[src/rtl/csb_pkg.sv]
package csb_pkg;

  localparam int          CSB_ADDR_W            = 16;
  localparam int          CSB_DATA_W            = 8;
  // security register sits at the top of the loader area space
  localparam logic [15:0] CSB_SEC_ADDR          = 16'hffff;
  // block control, status and identity, placed just below the security register
  localparam logic [15:0] CSB_CTRL_ADDR         = 16'hfffe;
  localparam logic [15:0] CSB_STAT_ADDR         = 16'hfffd;
  localparam logic [15:0] CSB_MAKER_ADDR        = 16'hfffc;
  localparam logic [15:0] CSB_PART_ADDR         = 16'hfffb;
  // security field positions
  localparam int          CSB_BIT_LOCK          = 0;
  localparam int          CSB_BIT_CRI           = 1;
  localparam int          CSB_BIT_SCR           = 2;
  localparam int          CSB_BIT_OSC           = 7;
  // control field positions
  localparam int          CSB_CTL_PROG          = 0;
  localparam int          CSB_CTL_ERASE         = 1;
  // erased state: every security bit is one
  localparam logic [7:0]  CSB_SEC_RESET         = 8'hff;
  localparam logic [7:0]  CSB_ZERO8             = 8'h00;
  // arbitrary identity values
  localparam logic [7:0]  CSB_MAKER_ID_DEF      = 8'h5a;
  localparam logic [7:0]  CSB_PART_ID_DEF       = 8'ha5;
  // scramble key, arbitrary
  localparam logic [7:0]  CSB_SCRAMBLE_KEY      = 8'h3c;
  // straps are sampled when the settle count reaches this value, on the fifth edge after reset release
  localparam logic [1:0]  CSB_STRAP_SETTLE      = 2'd3;

  typedef enum logic [1:0] {CSB_ST_RESET, CSB_ST_SETTLE, CSB_ST_RUN} csb_state_t;

endpackage : csb_pkg

[src/rtl/csb_sync2.sv]
`timescale 1ns/1ps
module csb_sync2 #(
  parameter int W = 3
) (
  input  wire logic         mclk,
  input  wire logic         reset,
  input  wire logic [W-1:0] din,
  output logic      [W-1:0] dout
);
  logic [W-1:0] meta_r;

  // straps idle high, so the chain presets to the non-forcing level
  always_ff @(posedge mclk)
  begin
    if (reset)
    begin
      meta_r <= '1;
      dout   <= '1;
    end
    else
    begin
      meta_r <= din;
      dout   <= meta_r;
    end
  end
endmodule : csb_sync2

[src/rtl/csb_code_security_boot_select.sv]
`timescale 1ns/1ps
// Notes on behaviour
// - Loader boot is chosen when both low straps are low, or when the force strap is low.
// - Without a forcing strap combination the device boots from the main program area.
// - Straps are evaluated at reset; the system must hold them at non-forcing levels.
// - Before locking, programming mode may program and read back the store freely.
// - Special setting registers are unreachable through programming-mode accesses.
// - Security bits only go from one to zero; only erase-all sets them again.
// - Maker and part identity values are fixed and cannot be written.
// - The security register sits at address 0xffff of the loader area.
// - With the lock bit at zero, store and special register accesses are refused.
// - With code read inhibit at zero, code reads from external fetch go external only.
// - Code reads from internal fetch may always reach internal and external memory.
// - With code read inhibit at one, code reads are unrestricted.
// - With scrambling enabled, port 0 data pass through encoding logic.
// - The scramble enable returns inactive only through whole-chip erase.
// - Oscillator gain is halved when bit 7 is zero, full when it is one.
module csb_code_security_boot_select
  import csb_pkg::*;
#(
  parameter logic [7:0] MAKER_ID = CSB_MAKER_ID_DEF,  // arbitrary value
  parameter logic [7:0] PART_ID  = CSB_PART_ID_DEF    // arbitrary value
) (
  input  wire logic        mclk,
  input  wire logic        reset,
  // strap pins
  input  wire logic        boot_strap_force,
  input  wire logic        boot_strap_b,
  input  wire logic        boot_strap_a,
  // register port
  input  wire logic [15:0] reg_addr,
  input  wire logic [7:0]  reg_wdata,
  input  wire logic        reg_wr,
  input  wire logic        reg_rd,
  output logic      [7:0]  reg_rdata,
  // programming-mode store access from the device programmer
  input  wire logic        prog_req,
  input  wire logic        prog_is_special,
  output logic             prog_grant,
  // code-space read steering
  input  wire logic        code_rd_req,
  input  wire logic        code_rd_from_ext,
  input  wire logic        code_rd_target_int,
  output logic             code_rd_internal,
  // port 0 data path
  input  wire logic [7:0]  port0_data_in,
  output logic      [7:0]  port0_data_out,
  // status outputs
  output logic             loader_boot_mode,
  output logic             osc_gain_half,
  output logic             boot_valid
);

  logic [2:0]  strap_sync;
  csb_state_t  state_r;
  logic [1:0]  settle_r;
  logic [7:0]  sec_r;
  logic        prog_mode_r;
  logic        loader_boot_r;
  logic        sampled_r;

  function automatic logic hit(input logic [15:0] a, input logic [15:0] ref_a);
    hit = (a == ref_a);
  endfunction : hit

  // loader boot when the force strap is low or both low straps are low
  function automatic logic loader_pick(input logic [2:0] s);
    loader_pick = ~s[2] | (~s[1] & ~s[0]);
  endfunction : loader_pick

  csb_sync2 #(.W(3)) csb_sync2_i (
    .mclk  (mclk),
    .reset (reset),
    .din   ({boot_strap_force, boot_strap_b, boot_strap_a}),
    .dout  (strap_sync)
  );

  // straps pass the synchroniser before they are caught; settle gives it time to fill
  always_ff @(posedge mclk)
  begin
    if (reset)
    begin
      state_r  <= CSB_ST_RESET;
      settle_r <= '0;
    end
    else
    begin
      unique case (state_r)
        CSB_ST_RESET:
        begin
          state_r  <= CSB_ST_SETTLE;
          settle_r <= '0;
        end
        CSB_ST_SETTLE:
        begin
          settle_r <= settle_r + 2'd1;
          if (settle_r == CSB_STRAP_SETTLE)
            state_r <= CSB_ST_RUN;
        end
        CSB_ST_RUN:
          state_r <= CSB_ST_RUN;
        default:
          state_r <= CSB_ST_RESET;
      endcase
    end
  end

  // strap capture once per reset; later pin motion is ignored
  always_ff @(posedge mclk)
  begin
    if (reset)
    begin
      loader_boot_r <= 1'b0;
      sampled_r     <= 1'b0;
    end
    else if (state_r == CSB_ST_SETTLE && settle_r == CSB_STRAP_SETTLE)
    begin
      loader_boot_r <= loader_pick(strap_sync);
      sampled_r     <= 1'b1;
    end
  end

  assign loader_boot_mode = loader_boot_r;
  assign boot_valid       = sampled_r;

  // programming mode and erase-all come from the control register
  logic ctrl_wr;
  logic sec_wr;
  logic erase_all;
  assign ctrl_wr   = reg_wr && hit(reg_addr, CSB_CTRL_ADDR);
  assign sec_wr    = reg_wr && hit(reg_addr, CSB_SEC_ADDR);
  assign erase_all = ctrl_wr && reg_wdata[CSB_CTL_ERASE];

  always_ff @(posedge mclk)
  begin
    if (reset)
      prog_mode_r <= 1'b0;
    else if (ctrl_wr)
      prog_mode_r <= reg_wdata[CSB_CTL_PROG];
  end

  // security bits held across reset would live in nonvolatile cells; here
  // reset stands in for the erased state
  always_ff @(posedge mclk)
  begin
    if (reset)
      sec_r <= CSB_SEC_RESET;
    else if (erase_all)
      sec_r <= CSB_SEC_RESET;
    else if (sec_wr && !prog_mode_r && sec_r[CSB_BIT_LOCK])
      sec_r <= sec_r & reg_wdata;
  end

  logic lock_on;
  assign lock_on = ~sec_r[CSB_BIT_LOCK];

  // store access refused once locked; special registers never reachable here
  assign prog_grant = prog_req && prog_mode_r && !lock_on && !prog_is_special;

  // code read steering
  always_comb
  begin
    if (!sec_r[CSB_BIT_CRI] && code_rd_from_ext)
      code_rd_internal = 1'b0;
    else
      code_rd_internal = code_rd_req && code_rd_target_int;
  end

  // port 0 scrambling: low-cost xor with a fixed key plus nibble swap
  logic [7:0] scr_data;
  assign scr_data = {port0_data_in[3:0], port0_data_in[7:4]} ^ CSB_SCRAMBLE_KEY;

  always_ff @(posedge mclk)
  begin
    if (reset)
      port0_data_out <= CSB_ZERO8;
    else if (!sec_r[CSB_BIT_SCR])
      port0_data_out <= scr_data;
    else
      port0_data_out <= port0_data_in;
  end

  assign osc_gain_half = ~sec_r[CSB_BIT_OSC];

  // read port; special registers hidden in programming mode or when locked
  logic special_ok;
  assign special_ok = !prog_mode_r && !lock_on;

  always_ff @(posedge mclk)
  begin
    if (reset)
      reg_rdata <= CSB_ZERO8;
    else if (reg_rd)
    begin
      if (hit(reg_addr, CSB_SEC_ADDR))
        reg_rdata <= special_ok ? sec_r : CSB_ZERO8;
      else if (hit(reg_addr, CSB_MAKER_ADDR))
        reg_rdata <= special_ok ? MAKER_ID : CSB_ZERO8;
      else if (hit(reg_addr, CSB_PART_ADDR))
        reg_rdata <= special_ok ? PART_ID : CSB_ZERO8;
      else if (hit(reg_addr, CSB_CTRL_ADDR))
        reg_rdata <= {6'd0, 1'b0, prog_mode_r};
      else if (hit(reg_addr, CSB_STAT_ADDR))
        reg_rdata <= {4'd0, lock_on, sampled_r, prog_mode_r, loader_boot_r};
      else
        reg_rdata <= CSB_ZERO8;
    end
    else
      reg_rdata <= CSB_ZERO8;
  end
endmodule : csb_code_security_boot_select

[config.mk]
export PLATFORM = sky130hd
export DESIGN_NAME = csb_code_security_boot_select
export DESIGN_NICKNAME = d
export VERILOG_FILES = /design/src/rtl/csb_pkg.sv /design/src/rtl/csb_sync2.sv /design/src/rtl/csb_code_security_boot_select.sv
export SDC_FILE = /design/constraint.sdc
export NUM_CORES = 1
export LEC_CHECK = 0
export ABC_AREA = 1
export BUFFER_PORTS_ARGS = -buffer_cell sky130_fd_sc_hd__clkbuf_2
export CAP_MARGIN = 0
export CORE_ASPECT_RATIO = 1.5
export CORE_UTILIZATION = 42
export DETAILED_ROUTE_END_ITERATION = 10
export GPL_TIMING_DRIVEN = 1
export PLACE_DENSITY = 0.75
export SETUP_SLACK_MARGIN = 0.3
export SYNTH_ARGS = -nofsm -noshare
export SYNTH_HDL_FRONTEND = slang
export SYNTH_SLANG_ARGS = --single-unit
[constraint.sdc]
create_clock -name mclk -period 1.1 [get_ports mclk]
set_input_delay 0.165 -clock mclk [delete_from_list [all_inputs] [get_ports mclk]]
set_output_delay 0.165 -clock mclk [all_outputs]
set_load 0.01 [all_outputs]
==> flow_summary.ini <==
[detailed_routing]
drt.antenna.violating_nets = 0
detail_route.wirelength_um = 4230
drt_first_iter_violations = 22
post_drt_wl_per_cell_um = 12.7
vias_per_cell = 4.89
first_pass_iters = 4
remaining_drc_errors = 0
vias = 1625

[grt]
grt_antenna_before_repair = 0
grt_overflow_total = 0
overall_routing_resource_usage_pct = 20.2
grt_first_pass_wirelength_um = 5690
grt_pass1_vias = 1417
maximum_number_of_pins_on_one_net_before_global_route_repair = 13

[placement]
dp_hpwl_um = 2700
gpl.final_weighted_congestion = 0.849
pre_cts_slack_ns = -0.292
port-buffer-count = 64
dpl_cell_area_mm2 = 0.00213
dp_cells = 314

[worst_setup_path]
critical_path_required_ns = 1.30
critPathLaunchType = flip-flop
worstSetupEndpointType = flip-flop
worstPathArrival_ns = 1.37
critPathSlowestCell = dfxtp_2
worst_path_largest_cell_delay_ns = 0.35
worst_path_class_setup = reg2reg
critical-path-top-delay-family = flip-flops
cp_max_fo = 6
worstPathCellList = inv_2 > nor2_4 > buf_6 > nand3_4 > inv_6 > nand2_1 > a21oi_1
critical_path.n_buffers_inverters = 3

[synthesis]
syn_inst = 196
ys_seq_area_share_pct = 49.5
distinct_cell_type_count_of_the_synthesized_netlist = 25
synth_fp_nets = 243
yosys.cell_count.top_type = nand2_1
postSynth.topFlopCell = dfxtp_1
syn_avg_cell_area_um2 = 7.63
synth.largest_area_cell = dfxtp_1
synth.yosys.warnings = 0
async_set_or_reset_flop_fraction_in_the_synthesized_netlist_pct = 0
synth_commonest_cells = nand2_1 (43), dfxtp_1 (37), nor2_1 (25), inv_1 (20), a21oi_1 (16)
synth_top_cell_area_share_pct = 49.5
synth.area.top_cells = dfxtp_1 (49%), nand2_1 (11%), nor2_1 (6.3%), a21oi_1 (5.4%), inv_1 (5.0%)
mappedNetlistArea_mm2 = 0.00150
synth_seq_cells = 37
synth_edf_count = 0

[sta]
post-route-worst-setup-slack_ns = -0.0697
period_share_pct = 106
headroom_to_the_max_slew_limit_pct = 78.4
worst_hold_slack_ns = 0.0693
min_period_ns = 1.17
timing.final.hold_violations = 0
grt_setup_unrepaired = yes
post_route_clock_skew_ns = 0.00429
drv_slew = 0
timing.fmax_ghz = 0.855
worst_tran_pin_value_ns = 0.323
finalSetupTns_ns = -0.327
setup_viol = 10

[outcome]
failed_checks = negative setup slack
outcome = finished with violations

[run]
drv.max_cap_violation_count = 0

[final_layout]
drive_above_1_share_pct = 65.5
post-route-util_pct = 77.6
syn_to_final_growth_pct = 77.1
postLayoutCellArea_mm2 = 0.00265
post_layout_nonfiller_instances = 332
diodes = 0
nNetsFinal = 337

[die]
floorplan.io_pins = 65
die_area_mm2 = 0.00381
die_x_um = 50.7
rows = 26
die-height_um = 75.1
coreArea_mm2 = 0.00342
initial_core_util_pct = 43.8

[pwr]
power.density_cell_area_mw_per_mm2 = 1240
combinationalPowerShare_pct = 26.6
switching_power_mw = 0.928
p_sw_share_pct = 28.2
power_frac_clock_pct = 27.7
seq_power_share_pct = 45.7
power.total_mw = 3.29
worst_ir_drop_vdd_uv = 983
cellInternalPower_mw = 2.36
power_leakage_nw = 1.23

[clock_tree]
cts-htree-levels = 2
worst_setup_hold_path_clk_slew_ns = 0.07
cts_inserted_buffers = 5
clk_root_buffer_cell = clkbuf_8
cts_tree = yes
clock-sinks = 37
cts_buffer_depth = 2
clk-insertion-delay-late_ns = 0.28

[hold_path]
worstHoldPathType = in2reg
[placed cells by master, fill, tap and decap left out, types with 10 or more instances in the layout]
cell      instances
clkbuf_2         38
nand2_1          27
dfxtp_1          21
buf_4            18
buf_6            17
nor2_1           15
dfxtp_2          14
buf_2            13
nor2_4           12
o21ai_2          11
inv_1            10
[area by class of cell]
type,instances,area [um2]
clock buffers,7,86.3
fillers,236,766
inverters,22,113
multi-input cells,134,986
flip-flops and latches,37,766
well taps,42,52.6
repair buffers,89,642
repair inverters,1,5.00
[cell families (layout without fill, tap and decap cells)]
logic type                 count (synthesis)  in the layout  share of synthesized area [%]
and+or+nand+nor                           92             92                           27.8
AOI/OAI and AO/OA                         39             39                           13.8
DFF                                       37             37                           49.5
buffers and inverters                     25            119                           6.35
adders and majority gates                  3              3                           2.51
[flip-flops by register name, summed over array words and instances, names as in the netlist]
name,flops
loader_boot_mode,1
port0_data_out,8
sec_r,8
state_r,2
csb_sync2_i.meta_r,3
csb_sync2_i.dout,3
boot_valid,1
settle_r,2
reg_rdata,8
prog_mode_r,1
[final timing paths]
| path | startpoint | endpoint | slack, ns | depth (start not counted) |
|---|---|---|---|---|
| max | sec_r[0] | reg_rdata[4] | -0.07 | 7 |
| min | boot_strap_force | csb_sync2_i.meta_r[2] | 0.07 | 2 |
| max reg2reg | sec_r[0] | reg_rdata[4] | -0.07 | 7 |
| min reg2reg | csb_sync2_i.meta_r[2] | csb_sync2_i.dout[2] | 0.41 | 1 |
[repair_timing]
action	CTS	global route
resized for setup	35	88
cloned	0	1
buffers inserted	4	6
hold buffers	0	0
setup endpoints to repair	48	52
pin swaps	20	18
[routing by layer]
| metal | track usage (%) | wire length (um) | vias to the layer above |
|---|---|---|---|
| met4 | 8.33 | 84 | 0 |
| met1 | 17.7 | 1410 | 744 |
| met5 | 0 | 0 | - |
| met2 | 42.4 | 2560 | 56 |
| met3 | 4.85 | 173 | 6 |
| li1 | - | - | 819 |
[worst reg2reg max path: cells and delay by family, from the launching register on]
kind                   cells  cell delay, ns
DFF                        1            0.35
AOI/OAI and AO/OA          1            0.15
and+or+nand+nor            3            0.31
buffers and inverters      3            0.28
[power by group through the flow]
stage / logic (mW) / clock network, mW / registers (mW)
final: 0.876 / 0.910 / 1.50
after global placement: 0.538 / 0 / 1.50
after detailed placement: 0.550 / 0 / 1.50
after global routing: 0.943 / 0.990 / 1.51
after floorplan: 0.346 / 0 / 1.51
after CTS: 0.698 / 0.929 / 1.48
(Power assumes the default switching activity.)
